==> config.mk <==
export PLATFORM = sky130hd
export DESIGN_NAME = cpss_core
export DESIGN_NICKNAME = d
export VERILOG_FILES = /design/src/design/cpss_core.v
export VERILOG_INCLUDE_DIRS = /design/src /design/src/pkg
export SDC_FILE = /design/constraint.sdc
export NUM_CORES = 1
export LEC_CHECK = 0
export CORE_MARGIN = 2
export CORE_UTILIZATION = 35
export CTS_CLUSTER_DIAMETER = 100
export DETAILED_ROUTE_END_ITERATION = 10
export DONT_BUFFER_PORTS = 1
export GPL_TIMING_DRIVEN = 0
export PLACE_DENSITY = 0.52
export RECOVER_POWER = 50
export SLEW_MARGIN = 30
export SYNTH_ARGS = -nofsm -noshare
export SYNTH_HDL_FRONTEND = slang
export SYNTH_SLANG_ARGS = --single-unit
==> constraint.sdc <==
create_clock -name CLK_I -period 2.6 [get_ports CLK_I]
set_clock_uncertainty 0.05 [all_clocks]
set_input_delay 0.13 -clock CLK_I [delete_from_list [all_inputs] [get_ports CLK_I]]
set_output_delay 0.13 -clock CLK_I [all_outputs]
set_load 0.01 [all_outputs]
==> src/pkg/cpss_defs.vh <==
`ifndef CPSS_DEFS_VH
`define CPSS_DEFS_VH
`define CPSS_OFS_UNLOCK 6'h04
`define CPSS_OFS_SPL 6'h0d
`define CPSS_OFS_SPH 6'h0e
`define CPSS_OFS_STATUS 6'h0f
`define CPSS_KEY_IO 8'hd8
`define CPSS_KEY_SPM 8'h9d
`define CPSS_UNLOCK_RESET 8'h00
`define CPSS_STATUS_RESET 8'h00
`define CPSS_WIN_INSTR 3'h4
`define CPSS_BIT_I 7
`define CPSS_BIT_T 6
`define CPSS_BIT_H 5
`define CPSS_BIT_S 4
`define CPSS_BIT_V 3
`define CPSS_BIT_N 2
`define CPSS_BIT_Z 1
`define CPSS_BIT_C 0
`define CPSS_ST_IDLE 3'b001
`define CPSS_ST_IO 3'b010
`define CPSS_ST_SPM 3'b100
`endif
==> src/design/cpss_core.v <==
// What this block does
// valid key opens four-instruction unlock window
// unlock window holds off all interrupts
// bit0 reads one during io unlock
// bit1 reads one during spm unlock
// reset loads stack pointer with sram top
// only implemented stack bits, rest zero
// low byte base, high byte next offset
// low write blocks irqs up to four instrs, ended early by any other io write or a data write; a new low write restarts it
// global enable bit gates all interrupts
// irq entry and return leave enable alone
// enable/disable instructions set/clear enable bit
// io write changing enable inserts wait
// transfer bit used by bit load/store
// half carry from alu nibble carry
// sign equals negative xor overflow
// overflow flag from alu overflow
// negative flag from alu result
// zero flag from alu result
// carry flag from alu carry
// io unlock ends on memory access/sleep
// low byte write goes to temp byte
// invalid key opens nothing, reads zero; code leaves an already open window open, so it still reads its bit
`timescale 1ns/10ps
`include "cpss_defs.vh"
module cpss_core #(
  parameter SP_BITS = 8,
  parameter [15:0] SRAM_TOP = 16'h00ff
) (
  // clock and reset
  input wire CLK_I,
  input wire SRST_I,
  // io bus
  input wire IO_WE_I,
  input wire IO_RE_I,
  input wire [5:0] IO_ADDR_I,
  input wire [7:0] IO_WDATA_I,
  output reg [7:0] IO_RDATA_O,
  output reg IO_WAIT_O,
  // execution events
  input wire INSTR_DONE_I,
  input wire DMEM_WE_I,
  input wire NVM_ACCESS_I,
  input wire SLEEP_I,
  input wire IRQ_ENABLE_INSTR_I,
  input wire IRQ_DISABLE_INSTR_I,
  input wire BIT_STORE_INSTR_I,
  input wire BIT_STORE_VAL_I,
  // alu flag update
  input wire ALU_UPD_I,
  input wire [4:0] ALU_UPD_MASK_I,
  input wire ALU_H_I,
  input wire ALU_V_I,
  input wire ALU_N_I,
  input wire ALU_Z_I,
  input wire ALU_C_I,
  // core outputs
  output reg [7:0] STATUS_O,
  output reg [15:0] STACK_POINTER_O,
  output reg IRQ_ALLOW_O,
  output reg PROTECTED_IO_UNLOCK_O,
  output reg SELF_PROGRAM_UNLOCK_O
);
  reg [2:0] state_r, state_nxt;
  reg [2:0] win_cnt_r, win_cnt_nxt;
  reg [2:0] spl_cnt_r, spl_cnt_nxt;
  reg [7:0] temp_r;
  reg [15:0] sp_r, sp_nxt;
  reg [7:0] status_flags_r, status_flags_nxt;
  reg wait_r;
  reg [7:0] rdata_nxt;

  function hit;
    input [5:0] a;
    input [5:0] b;
    hit = (a == b);
  endfunction

  wire wr_unlock = IO_WE_I && hit(IO_ADDR_I, `CPSS_OFS_UNLOCK);
  wire wr_spl = IO_WE_I && hit(IO_ADDR_I, `CPSS_OFS_SPL);
  wire wr_sph = IO_WE_I && hit(IO_ADDR_I, `CPSS_OFS_SPH);
  wire wr_status_flags = IO_WE_I && hit(IO_ADDR_I, `CPSS_OFS_STATUS);
  wire [15:0] sp_mask = (SP_BITS >= 16) ? 16'hffff : ((16'h0001 << SP_BITS) - 16'h0001);
  wire i_change = wr_status_flags && (IO_WDATA_I[`CPSS_BIT_I] != status_flags_r[`CPSS_BIT_I]);
  // a stalled access is accepted once; the wait cycle only holds the core
  wire wr_ok = !wait_r;

  // unlock window
  always @* begin
    state_nxt = state_r;
    win_cnt_nxt = win_cnt_r;
    case (state_r)
      `CPSS_ST_IDLE: begin
      end
      `CPSS_ST_IO: begin
        if (INSTR_DONE_I)
          win_cnt_nxt = win_cnt_r - 3'h1;
        if ((INSTR_DONE_I && win_cnt_r == 3'h1) || (IO_WE_I && !wr_unlock) || DMEM_WE_I
            || NVM_ACCESS_I || SLEEP_I)
          state_nxt = `CPSS_ST_IDLE;
      end
      `CPSS_ST_SPM: begin
        if (INSTR_DONE_I)
          win_cnt_nxt = win_cnt_r - 3'h1;
        if ((INSTR_DONE_I && win_cnt_r == 3'h1) || NVM_ACCESS_I || SLEEP_I)
          state_nxt = `CPSS_ST_IDLE;
      end
      default: state_nxt = `CPSS_ST_IDLE;
    endcase
    if (wr_unlock && wr_ok) begin
      if (IO_WDATA_I == `CPSS_KEY_IO) begin
        state_nxt = `CPSS_ST_IO;
        win_cnt_nxt = `CPSS_WIN_INSTR;
      end else if (IO_WDATA_I == `CPSS_KEY_SPM) begin
        state_nxt = `CPSS_ST_SPM;
        win_cnt_nxt = `CPSS_WIN_INSTR;
      end
      // any other value leaves the window as it was // R22
    end
    if (state_nxt == `CPSS_ST_IDLE)
      win_cnt_nxt = 3'h0;
  end

  // stack pointer and stack-write irq hold
  always @* begin
    sp_nxt = sp_r;
    spl_cnt_nxt = spl_cnt_r;
    if (spl_cnt_r != 3'h0) begin
      if (IO_WE_I || DMEM_WE_I)
        spl_cnt_nxt = 3'h0;
      else if (INSTR_DONE_I)
        spl_cnt_nxt = spl_cnt_r - 3'h1;
    end
    if (wr_spl && wr_ok)
      spl_cnt_nxt = `CPSS_WIN_INSTR;
    if (wr_sph && wr_ok)
      sp_nxt = {IO_WDATA_I, temp_r} & sp_mask;
  end

  // status register
  always @* begin
    status_flags_nxt = status_flags_r;
    if (ALU_UPD_I) begin
      if (ALU_UPD_MASK_I[4]) begin
        status_flags_nxt[`CPSS_BIT_H] = ALU_H_I;
      end
      if (ALU_UPD_MASK_I[3]) begin
        status_flags_nxt[`CPSS_BIT_V] = ALU_V_I;
      end
      if (ALU_UPD_MASK_I[2]) begin
        status_flags_nxt[`CPSS_BIT_N] = ALU_N_I;
      end
      if (ALU_UPD_MASK_I[1]) begin
        status_flags_nxt[`CPSS_BIT_Z] = ALU_Z_I;
      end
      if (ALU_UPD_MASK_I[0]) begin
        status_flags_nxt[`CPSS_BIT_C] = ALU_C_I;
      end
    end
    if (BIT_STORE_INSTR_I) begin
      status_flags_nxt[`CPSS_BIT_T] = BIT_STORE_VAL_I;
    end
    // the held second cycle of an enable-changing write is the one that lands
    if (wr_status_flags && (wait_r || !i_change)) begin
      status_flags_nxt = IO_WDATA_I;
    end
    if (IRQ_ENABLE_INSTR_I)
      status_flags_nxt[`CPSS_BIT_I] = 1'b1;
    if (IRQ_DISABLE_INSTR_I)
      status_flags_nxt[`CPSS_BIT_I] = 1'b0;
    // no irq entry or return input touches the enable bit // R10
    status_flags_nxt[`CPSS_BIT_S] = status_flags_nxt[`CPSS_BIT_N] ^ status_flags_nxt[`CPSS_BIT_V];
  end

  // read mux, registered
  always @* begin
    rdata_nxt = 8'h00;
    if (hit(IO_ADDR_I, `CPSS_OFS_UNLOCK))
      rdata_nxt = {6'h00, state_r == `CPSS_ST_SPM, state_r == `CPSS_ST_IO};
    else if (hit(IO_ADDR_I, `CPSS_OFS_SPL))
      rdata_nxt = sp_r[7:0];
    else if (hit(IO_ADDR_I, `CPSS_OFS_SPH))
      rdata_nxt = sp_r[15:8];
    else if (hit(IO_ADDR_I, `CPSS_OFS_STATUS))
      rdata_nxt = status_flags_r;
  end

  // unlock window registers
  always @(posedge CLK_I) begin
    if (SRST_I) begin
      state_r <= `CPSS_ST_IDLE;
      win_cnt_r <= 3'h0;
    end else begin
      state_r <= state_nxt;
      win_cnt_r <= win_cnt_nxt;
    end
  end

  // stack pointer, its temp byte and the stack-write irq hold
  always @(posedge CLK_I) begin
    if (SRST_I) begin
      spl_cnt_r <= 3'h0;
      temp_r <= 8'h00;
      sp_r <= SRAM_TOP & sp_mask;
    end else begin
      spl_cnt_r <= spl_cnt_nxt;
      if (wr_spl && wr_ok) begin
        temp_r <= IO_WDATA_I;
      end
      sp_r <= sp_nxt;
    end
  end

  // status register and the enable-change stall
  always @(posedge CLK_I) begin
    if (SRST_I) begin
      status_flags_r <= `CPSS_STATUS_RESET;
      wait_r <= 1'b0;
    end else begin
      status_flags_r <= status_flags_nxt;
      // first cycle of an enable-changing write stalls, the second commits
      wait_r <= i_change && !wait_r;
    end
  end

  // bus answers
  always @(posedge CLK_I) begin
    if (SRST_I) begin
      IO_RDATA_O <= 8'h00;
      IO_WAIT_O <= 1'b0;
    end else begin
      IO_WAIT_O <= i_change && !wait_r;
      IO_RDATA_O <= IO_RE_I ? rdata_nxt : 8'h00;
    end
  end

  // core-facing copies, one cycle behind the next-state logic
  always @(posedge CLK_I) begin
    if (SRST_I) begin
      STATUS_O <= `CPSS_STATUS_RESET;
      STACK_POINTER_O <= SRAM_TOP & sp_mask;
      IRQ_ALLOW_O <= 1'b0;
      PROTECTED_IO_UNLOCK_O <= 1'b0;
      SELF_PROGRAM_UNLOCK_O <= 1'b0;
    end else begin
      STATUS_O <= status_flags_nxt;
      STACK_POINTER_O <= sp_nxt;
      IRQ_ALLOW_O <= status_flags_nxt[`CPSS_BIT_I] && (state_nxt == `CPSS_ST_IDLE)
        && (spl_cnt_nxt == 3'h0);
      PROTECTED_IO_UNLOCK_O <= state_nxt == `CPSS_ST_IO;
      SELF_PROGRAM_UNLOCK_O <= state_nxt == `CPSS_ST_SPM;
    end
  end
endmodule // cpss_core

======== Word level (Yosys, flattened, before mapping) ========
Cells that the tools add are included.
word-level totals
  register bits after elaboration ......... 45
  bits of input ports ..................... 37
operators by class
  muxes and demuxes ....................... 30
  bitwise operators ....................... 2
  add/subtract/negate cells ............... 2
  reductions and logical operators ........ 39
  equal/unequal tests ..................... 14
operators by type and width
  operator                                           number
  two-way mux 3 bit                                  14
  two-way mux 8 bit                                  4
  == test 6 x 4 -> 1 bit (second input constant)     3
  == test 8 bit (second input constant)              2
  logical AND 1 bit                                  14
  nonzero test 2 bit                                 5
  == test 3 x 1 -> 1 bit (second input constant)     3
  two-way mux 1 bit                                  9
  one-hot mux 3 bit (3 select lines)                 1
  logical OR 1 bit                                   8
  == test 3 x 2 -> 1 bit (second input constant)     2
  == test 3 bit (second input constant)              2
  == test 6 x 3 -> 1 bit (second input constant)     1
  AND reduction 2 bit                                3
  OR reduction 2 bit                                 3
  subtractor 3 x 1 -> 3 bit (second input constant)  2
  two-way mux 4 bit                                  1
  logical NOT 1 bit                                  3
  logical NOT 3 bit                                  1
  nonzero test 3 bit                                 1
  OR reduction 3 bit                                 1
  two-way mux 2 bit                                  1
  inequality test 1 bit                              1
  NOT 1 bit                                          1
  XOR 1 bit                                          1

======== Logic depth before layout (Yosys ltp) ========
Gate-level depths: netlist of run 1.
  depth after elaboration ................. 16
  gate-level depth with buffers ........... 7

======== Worst setup path after synthesis of run 1 ========
No wires, ideal clock.
  kind .................................... register to register
  start ................................... register spl_cnt_r[0]
  end ..................................... register IRQ_ALLOW_O
  cell stages (with the launch flop) ...... 8
  path buffers ............................ 0
  path slack .............................. 783 ps
  arrival ................................. 1651 ps
  period minus slack after synthesis ...... 1817 ps
  data required time ...................... 2434 ps
  path through ............................ dfxtp_1 -> inv_1 -> ha_1 -> ha_1 -> nor4b_1 -> a221oi_1 -> and3_1 -> and4_1
between the ends
  cells in the longest elaborated chain, start to end .. 7
  elaborated cells between the ends (all ways) .. 8
  classes of those cells .................. 1 x add/sub; 4 x mux; 3 x reduce/logical
ends and longest elaborated chain
  element                    line             source
  start, declared            cpss_core.v:66   reg [2:0] spl_cnt_r, spl_cnt_nxt;
  start signal, assigned     cpss_core.v:206  spl_cnt_r <= spl_cnt_nxt;
  subtractor 3 x 1 -> 3 bit  cpss_core.v:132  spl_cnt_nxt = spl_cnt_r - 3'h1;
  two-way mux 3 bit          cpss_core.v:131  else if (INSTR_DONE_I)
  two-way mux 3 bit          cpss_core.v:129  if (IO_WE_I || DMEM_WE_I)
  two-way mux 3 bit *        cpss_core.v:128  if (spl_cnt_r != 3'h0) begin
  two-way mux 3 bit *        cpss_core.v:134  if (wr_spl && wr_ok)
  logical NOT 3 bit *        cpss_core.v:249  && (spl_cnt_nxt == 3'h0);
  logical AND 1 bit *        cpss_core.v:248  IRQ_ALLOW_O <= status_flags_nxt[`CPSS_BIT_I] && (state_nxt == `CPSS_ST_IDLE)
  end signal, assigned       cpss_core.v:248
  end, declared              cpss_core.v:60   output reg IRQ_ALLOW_O,
Every way passes the cells marked *; elsewhere a longest branch is shown, timed or not.
A chain may end at the register's enable or synchronous reset.

======== Worst setup path in the final report of run 1 ========
Ends and elaborated chain as after synthesis.

==> impl_metrics.toml, run 1 <==
[layout]
layout_common_cells = "dfxtp_1, nand2_1, nor2_1"
fin_cells = 348
syn2layout_area_growth_pct = 16.0
drive_gt1_share_pct = 9.89
final_common_cell = "dfxtp_1"
n_antenna_cell = 0
stdcell_area_sq_um = 2560
fin_nets = 313

[critical_path]
reg2reg_to = "IRQ_ALLOW_O$_SDFF_PP0_"
r2r_start = "spl_cnt_r[0]$_SDFF_PP0_"
crit_required_ns = 2.74
path_common_cell = "ha_1"
worstSetupEndpointType = "flop"
crit_fanout = 5
max_stage_delay_ns = 0.53
start_kind = "flop"
cp.arrival_ns = 2.30
path_class = "flop to flop"
crit_family = "simple AND/OR/NAND/NOR gates"
worstRegToRegCells = 7
reg2reg_slack_ns = 0.44
critPathBufInv = 1
crit_start = "spl_cnt_r[0]$_SDFF_PP0_"
slowest_stage = "nor4b_1"
crit_path_cell_trace = "inv_1 -> ha_1 -> ha_1 -> nor4b_1 -> a221oi_1 -> and3_1 -> and4_1"

[placement]
portBuffers = 0
gp_congestion = 0.753
dpl.hpwl_um = 4200
post_dp_cell_area_sq_um = 2330
dpl.cell_count = 325
dp_slack_ns = 0.459

[yosys]
synth_top_area_share_pct = 40.8
synthesis.area_sq_um = 2210
ys_ff_latch = 45
yosys.cell_types.count = 48
synth_flop_cell = "dfxtp_1"
ys_top_cells_by_area = "dfxtp_1, nand2_1, mux2i_1, nor2_1, a211o_1"
syn_inst = 243
synth_edf_count = 0
async_reset_ff_share_pct = 0
ys_warn_count = 0
avgSynthCellArea_sq_um = 9.08
yosysSeqAreaShare_pct = 40.8
yosys.area.top_type = "dfxtp_1"

[clock_tree]
cts.sinks = 45
cts_made_buffers = 5
postCtsSetupBuffers = 0
ctsResizeCount = 0
cts_root_buffer = "clkbuf_8"
cts.path.max_buffers = 2
clkSlewWorstSetupHoldPaths_ns = 0.09
cts_max_level = 2
hold_buffers = 15
cts_tree = "yes"
clk_latency_ns = 0.30

[pwr]
seqPwrFrac_pct = 56.3
p_leak_nw = 0.910
p_comb_share_pct = 9.0
p_switching_mw = 0.321
vdd_drop_max_uv = 181
p_clk_share_pct = 34.7
powerDensity_nw_per_um2 = 495
swShare_pct = 25.3
internal_power_mw = 0.945

[sta]
slew_headroom_pct = 59.7
slew_viol_final = 0
worstMarginPinSlew_ns = 0.597
hold_violations = 0
period_share_pct = 83.0
rsz0062_at_grt = "false"
tns_ns = 0
setup_slack_ns = 0.441
setup_viol = 0
max_clock_freq_mhz = 463
fin_crit_ns = 2.16

[grt]
grt_max_degree = 15
grt_overflow = 0
grt_pass1_vias = 1735
grt_pass1_wl_um = 9220
antenna_found_initial = 0
track_usage_pct = 16.9

[worst_hold_path]
worstHoldEndpoint = "STATUS_O[4]$_SDFF_PP0_"
hold_path_class = "input port to flop"
hold_start = "IO_WDATA_I[2]"
worstHoldPathCells = 3

[drt]
route.detailed.drc = 0
vias = 1840
drt_pre_antenna_iters = 4
drt_iter0_markers = 112
viasPerCell = 5.29
wire_per_inst_um = 16.7
drtAntennaViolNets = 0
wirelength_um = 5810

[floorplanning]
start_util_pct = 36.8
dieWidth_um = 83.4
die_area_sq_um = 6960
num_rows = 28
die_y_um = 83.4
io_pins = 73
core_area_sq_um = 5990

[run_status]
outcome = "finished clean"

[run]
maxCapViolations = 0
==> area by class of cell <==
class | instances | area [sq um]
plain buffers | 19 | 125
flip-flops and latches | 45 | 901
clock buffers | 6 | 72.6
multi-input cells | 180 | 1180
fillers | 606 | 3430
clock inverters | 2 | 15.0
well taps | 75 | 93.8
inverters | 6 | 22.5
repair buffers | 15 | 150
==> state kept, by name, indices dropped and copies added, names as in the netlist, 3 cells and up <==
register	flops
IO_RDATA_O	8
STACK_POINTER_O	8
STATUS_O	8
temp_r	8
spl_cnt_r	3
state_r	3
win_cnt_r	3
==> tightest hold or removal path, delay by kind of cell <==
| kind | cells | cell delay, ns |
|---|---|---|
| xor gates and xnor gates | 1 | 0.04 |
| AOI/OAI and AO/OA | 1 | 0.05 |
| and+or+nand+nor | 1 | 0.09 |
==> Yosys cell counts (all sizes together), types with 3 or more instances <==
| library cell | instances |
|---|---|
| dfxtp | 45 |
| nand2 | 27 |
| nor2 | 20 |
| buf | 14 |
| a21oi | 13 |
| nor2b | 11 |
| mux2i | 10 |
| a211o | 8 |
| nor3b | 8 |
| a211oi | 6 |
| and2 | 6 |
| inv | 6 |
| clkbuf | 5 |
| nand3 | 5 |
| nor3 | 5 |
| a311oi | 4 |
| and3 | 4 |
| ha | 4 |
| nor4b | 4 |
| xnor2 | 4 |
| and4 | 3 |
==> power groups by stage <==
stage          registers [mW]  logic (mW)  clock network, mW
6_report                0.712       0.115              0.439
5_1_grt                 0.715       0.126              0.484
4_1_cts                 0.713       0.115              0.450
3_5_place_dp            0.729      0.0945                  0
3_3_place_gp            0.729      0.0941                  0
2_1_floorplan           0.726      0.0773                  0
==> how the worst max path moves through the flow <==
| stage | endpoint | depth (start not counted) | slack [ns] |
|---|---|---|---|
| 4_1_cts | IRQ_ALLOW_O$_SDFF_PP0_ | 7 | 0.43 |
| 3_5_place_dp | IRQ_ALLOW_O$_SDFF_PP0_ | 7 | 0.46 |
| 2_1_floorplan | IRQ_ALLOW_O$_SDFF_PP0_ | 7 | 0.78 |
| 6_report | IRQ_ALLOW_O$_SDFF_PP0_ | 7 | 0.44 |
| 3_3_place_gp | IRQ_ALLOW_O$_SDFF_PP0_ | 7 | 0.48 |
| 5_1_grt | IRQ_ALLOW_O$_SDFF_PP0_ | 7 | 0.30 |
==> logic make-up (layout without fill, tap and decap cells) <==
group                      count (synthesis)  after routing  synth area share, %
DFF                                       45             45                 40.8
other                                      1              8                0.170
and+or+nand+nor                          104            104                 26.5
adders and majority gates                  4              4                 2.27
xor gates and xnor gates                   5              5                 1.98
buffers and inverters                     25             48                 6.69
muxes                                     12             12                 5.56
AOI/OAI and AO/OA                         47             47                 16.0
==> per-stage QoR <==
step | util (%) | hold slack [ns] | power (mW)
2_1_floorplan | - | 0.216 | 0.803
3_3_place_gp | 38.8 | 0.218 | 0.823
3_5_place_dp | 38.8 | 0.226 | 0.824
4_1_cts | 42.8 | 0.00289 | 1.28
5_1_grt | 42.7 | 0.0237 | 1.32
6_report | 42.7 | 0.00412 | 1.27
==> per-layer routing <==
layer / share of wire, % / wire (um) / global-route usage [%] / vias to the layer above
met5: 0 / 0 / 0 / -
met4: 1.2 / 72 / 5.28 / 0
met3: 6.6 / 386 / 4.57 / 4
met2: 43 / 2500 / 25.5 / 63
met1: 49 / 2850 / 23.5 / 857
li1: - / - / - / 916
No activity file was read; power rests on OpenSTA's default activity.
==> inputs of run 2 (changes only) <==
Settings changed: PLACE_DENSITY 0.52 to 0.54.
Clock period 2.6 ns to 1.8 ns, I/O delays scaled along.
==> impl_metrics.toml, run 2 (synthesis gave the netlist of run 1 again) <==
[run_status]
outcome = "finished clean"

[placement]
dpl.hpwl_um = 4140
portBuffers = 0
gp_congestion = 0.789
dp_slack_ns = -0.114
post_dp_cell_area_sq_um = 2330

[critical_path]
worstSetupEndpointType = "flop"
cp.arrival_ns = 1.89
crit_required_ns = 1.95
max_stage_delay_ns = 0.41
critPathBufInv = 0
crit_fanout = 6
crit_path_cell_trace = "xnor2_1 -> o2111ai_4 -> a221o_1 -> and4_1"
start_kind = "flop"
slowest_stage = "a221o_1"
path_class = "flop to flop"
crit_family = "compound AO/OA/AOI/OAI gates"

[grt]
antenna_found_initial = 0
grt_max_degree = 17
grt_overflow = 0
grt_pass1_wl_um = 9450
track_usage_pct = 17.0
grt_pass1_vias = 1781

[layout]
fin_nets = 318
stdcell_area_sq_um = 2660
n_antenna_cell = 0
syn2layout_area_growth_pct = 20.5
drive_gt1_share_pct = 13.7
final_common_cell = "dfxtp_1"
layout_common_cells = "dfxtp_1, nand2_1, nor2_1"

[clock_tree]
cts.sinks = 45
cts_tree = "yes"
clk_latency_ns = 0.31
cts.path.max_buffers = 2
cts_root_buffer = "clkbuf_8"
clkSlewWorstSetupHoldPaths_ns = 0.09
cts_made_buffers = 5
cts_max_level = 2

[floorplanning]
io_pins = 73
num_rows = 28
dieWidth_um = 83.4
die_y_um = 83.4
start_util_pct = 36.8
die_area_sq_um = 6960
core_area_sq_um = 5990

[sta]
max_clock_freq_mhz = 573
hold_violations = 0
hold_ws_ns = 0.0137
fin_crit_ns = 1.75
worstMarginPinSlew_ns = 0.541
slew_headroom_pct = 63.9
slew_viol_final = 0
period_share_pct = 96.9
setup_viol = 0
setup_slack_ns = 0.0550
tns_ns = 0

[pwr]
vdd_drop_max_uv = 320
p_total_mw = 1.88
powerDensity_nw_per_um2 = 706
p_leak_nw = 0.952

[drt]
wire_per_inst_um = 16.3
drt_iter0_markers = 165
drt_pre_antenna_iters = 4
vias = 1874
route.detailed.drc = 0
drtAntennaViolNets = 0
viasPerCell = 5.31
wirelength_um = 5770

[worst_hold_path]
hold_path_class = "input port to flop"

[run]
maxCapViolations = 0
[run 2: changes by cell type in the layout (fill, tap and decap cells not counted), sizes merged]
| cell | before | now |
|---|---|---|
| inv | 6 | 8 |
| buf | 14 | 16 |
| dlygate4sd3 | 15 | 18 |
| clkbuf | 11 | 10 |
| clkinvlp | 2 | 1 |
[run 2: what timing repair did]
item,CTS,global route
resized for setup,3,5
gates cloned,0,0
hold buffers,18,0
hold endpoints to repair,18,0
setup buffers,1,1
setup endpoints to repair,1,5
pin swaps,1,1
[run 2: power by group]
| part | total [mW] | internal (mW) | switching [mW] |
|---|---|---|---|
| Combinational | 0.179 | 0.0884 | 0.0902 |
| Sequential | 1.03 | 1.01 | 0.0193 |
| Clock | 0.669 | 0.283 | 0.386 |
| Total | 1.88 | 1.38 | 0.496 |
[run 2: cell type report]
type                            count  area, sq um
Buffer                             19          125
Clock inverter                      3         25.0
Tap cell                           75         93.8
Inverter                            6         22.5
Fill cell                         597         3330
Multi-Input combinational cell    180         1220
Timing Repair Buffer               20          195
Sequential cell                    45          905
Clock buffer                        5         68.8
[run 2: worst paths after layout]
path                                          end  slack, ns  depth (start not counted)              startpoint
setup reg to reg           IRQ_ALLOW_O$_SDFF_PP0_       0.05                          4  STATUS_O[7]$_SDFF_PP0_
setup / recovery           IRQ_ALLOW_O$_SDFF_PP0_       0.05                          4  STATUS_O[7]$_SDFF_PP0_
hold / removal             STATUS_O[7]$_SDFF_PP0_       0.01                          2      IRQ_ENABLE_INSTR_I
hold reg to reg   STACK_POINTER_O[0]$_SDFFE_PP1P_       0.41                          1  temp_r[0]$_SDFFE_PP0P_
[run 2: layer usage]
metal  share of wire [%]  vias to the layer above  global-route usage (%)  wire (um)
met5                   0                        -                       0          0
met4                 1.7                        0                    5.72        100
met3                 6.6                        8                    4.87        381
met2                  45                       64                    25.9       2570
met1                  47                      878                    23.0       2720
li1                    -                      924                       -          -
[run 2: through the flow]
step | util (%) | std cells
5_1_grt | 44.4 | 353
3_3_place_gp | 39.0 | 325
2_1_floorplan | - | 250
4_1_cts | 43.9 | 352
3_5_place_dp | 39.0 | 325
6_report | 44.4 | 353
==> inputs of run 3 (changes only) <==
Settings changed: ABC_AREA from default to 1.
==> impl_metrics.toml, run 3 <==
[run_status]
outcome = "finished clean"

[yosys]
synth_flop_cell = "dfxtp_1"
avgSynthCellArea_sq_um = 7.11
synth_top_area_share_pct = 41.5
yosys.cell_types.count = 27
ys_ff_latch = 45
yosysMostFrequentCell = "nand2_1"
ys_warn_count = 0
yosysSeqAreaShare_pct = 41.5
synth_edf_count = 0
syn_inst = 305
synthesis.area_sq_um = 2170
yosys.area.top_type = "dfxtp_1"
ys_top_cells_by_count = "nand2_1, dfxtp_1, nor2_1, inv_1"
ys_top_cells_by_area = "dfxtp_1, nand2_1, nor2_1, inv_1, a21oi_1"
async_reset_ff_share_pct = 0

[grt]
track_usage_pct = 17.3
grtUsageMet1_pct = 21.2
grt_max_degree = 17
grt_pass1_wl_um = 8630
met2_usage_pct = 29.0
grt_overflow = 0
grt_pass1_vias = 1761
antenna_found_initial = 0
grt_use_met3_pct = 5.54
grt_busiest_layer = "met2"

[layout]
fin_nets = 383
layout_common_cells = "nand2_1, dfxtp_1, nor2_1"
fillCellCount = 629
stdcell_area_sq_um = 2620
syn2layout_area_growth_pct = 20.8
final_common_cell = "nand2_1"
n_antenna_cell = 0
drive_gt1_share_pct = 10.8

[critical_path]
cp.depth = 7
worstRegToRegCells = 10
crit_required_ns = 1.92
start_kind = "input port"
crit_path_cell_trace = "dlygate4sd3_1 -> nand3_1 -> nor4_1 -> nand2_1 -> buf_2 -> nand2_1 -> o211ai_1"
worstSetupEndpointType = "flop"
cp.arrival_ns = 1.69
max_stage_delay_ns = 0.52
crit_fanout = 10
path_class = "input port to flop"
path_common_cell = "nand2_1"
slowest_stage = "dlygate4sd3_1"
crit_family = "buffers and inverters"
critPathBufInv = 2

[drt]
wire_per_inst_um = 13.8
drt_pre_antenna_iters = 4
viasPerCell = 4.82
drtAntennaViolNets = 0
drt_iter0_markers = 84
route.detailed.drc = 0
vias = 2015
wirelength_um = 5770

[worst_hold_path]
hold_path_class = "input port to flop"
worstHoldPathCells = 4

[placement]
dp_slack_ns = 0.0932
dpl.hpwl_um = 4300
gp_congestion = 0.830
portBuffers = 0
post_dp_cell_area_sq_um = 2290

[floorplanning]
dieWidth_um = 82.7
die_y_um = 82.7
num_rows = 28
io_pins = 73
die_area_sq_um = 6840
start_util_pct = 36.4
core_area_sq_um = 5960

[sta]
setup_slack_ns = 0.226
setup_viol = 0
rsz0062_at_grt = "false"
slew_headroom_pct = 63.8
max_clock_freq_mhz = 635
hold_violations = 0
worstMarginPinSlew_ns = 0.544
fin_crit_ns = 1.57
slew_viol_final = 0
tns_ns = 0
period_share_pct = 87.4

[pwr]
p_total_mw = 2.10
vdd_drop_max_uv = 335
powerDensity_nw_per_um2 = 803
p_leak_nw = 1.15

[clock_tree]
clk_latency_ns = 0.30
cts_made_buffers = 5
clkSlewWorstSetupHoldPaths_ns = 0.09
cts_root_buffer = "clkbuf_8"
cts.path.max_buffers = 2
cts_tree = "yes"
cts_max_level = 2
cts.sinks = 45

[run]
maxCapViolations = 0
-- run 3: cell types whose count changed in the layout (fill, tap and decap cells not counted), sizes merged, moves of 6 or more --
cell,change
o211ai,+10
a211o,-8
nand2,+56
a211oi,-6
mux2i,-9
a21oi,+7
nand3,+17
and2,-6
nor2b,-11
inv,+27
o21ai,+17
nor3b,-8
nor2,+18
-- run 3: path summary, 6_finish.rpt --
kind	from	to	slack, ns
max	IO_ADDR_I[2]	STACK_POINTER_O[5]$_SDFFE_PP1P_	0.23
min	ALU_UPD_MASK_I[1]	STATUS_O[1]$_SDFFE_PP0P_	0.01
max reg2reg	spl_cnt_r[0]$_SDFF_PP0_	IRQ_ALLOW_O$_SDFF_PP0_	0.26
min reg2reg	temp_r[3]$_SDFFE_PP0P_	temp_r[3]$_SDFFE_PP0P_	0.41
-- run 3: cell families after synthesis --
kind of cell,after synthesis,share of synthesized area (%)
AND/OR/NAND/NOR,155,31.7
buffers and inverters,51,11.4
AO/OA/AOI/OAI,48,12.4
flip-flops,45,41.5
adder cells (fa/ha/maj),4,2.31
multiplexers,1,0.462
other,1,0.173
-- run 3: area by class of cell --
type / count / area [sq um] / share of cell area, %
buffer: 18 / 123 / 4.68
clock buffer: 5 / 68.8 / 2.63
clock inverter: 3 / 25.0 / 0.956
inverter: 33 / 124 / 4.73
multi-input combinational: 216 / 1050 / 40.3
sequential: 45 / 902 / 34.4
tap: 75 / 93.8 / 3.58
timing repair buffer: 23 / 228 / 8.70
-- run 3: timing repair --
action	in CTS	in global routing
setup endpoints to repair	0	1
hold buffers	22	0
buffers inserted	0	1
hold endpoints to repair	17	0
resized for setup	0	5
-- run 3: stage by stage --
step	utilization, %	hold WS (ns)	instances
floorplan	-	0.109	312
global placement	38.4	0.111	387
detailed placement	38.4	0.112	387
CTS	43.7	0.00643	417
global route	44.0	0.0410	418
finish	44.0	0.0103	418
-- run 3: routing by layer --
layer  vias to the layer above  share of wire [%]  wire [um]
met5                         -                  0          0
met4                         0                1.1         63
met3                         6                8.5        491
met2                        66                 47       2710
met1                       902                 43       2500
li1                       1041                  -          -
-- run 3: worst min-delay path, stage by stage --
cell and delay, ns:
nand3_1 0.06, nand2_1 0.05, o21ai_1 0.06, a21oi_1 0.06
-- run 3: power by group --
group	switching (mW)	internal, mW
Clock	0.381	0.283
Combinational	0.205	0.172
Sequential	0.0307	1.03
Total	0.616	1.49
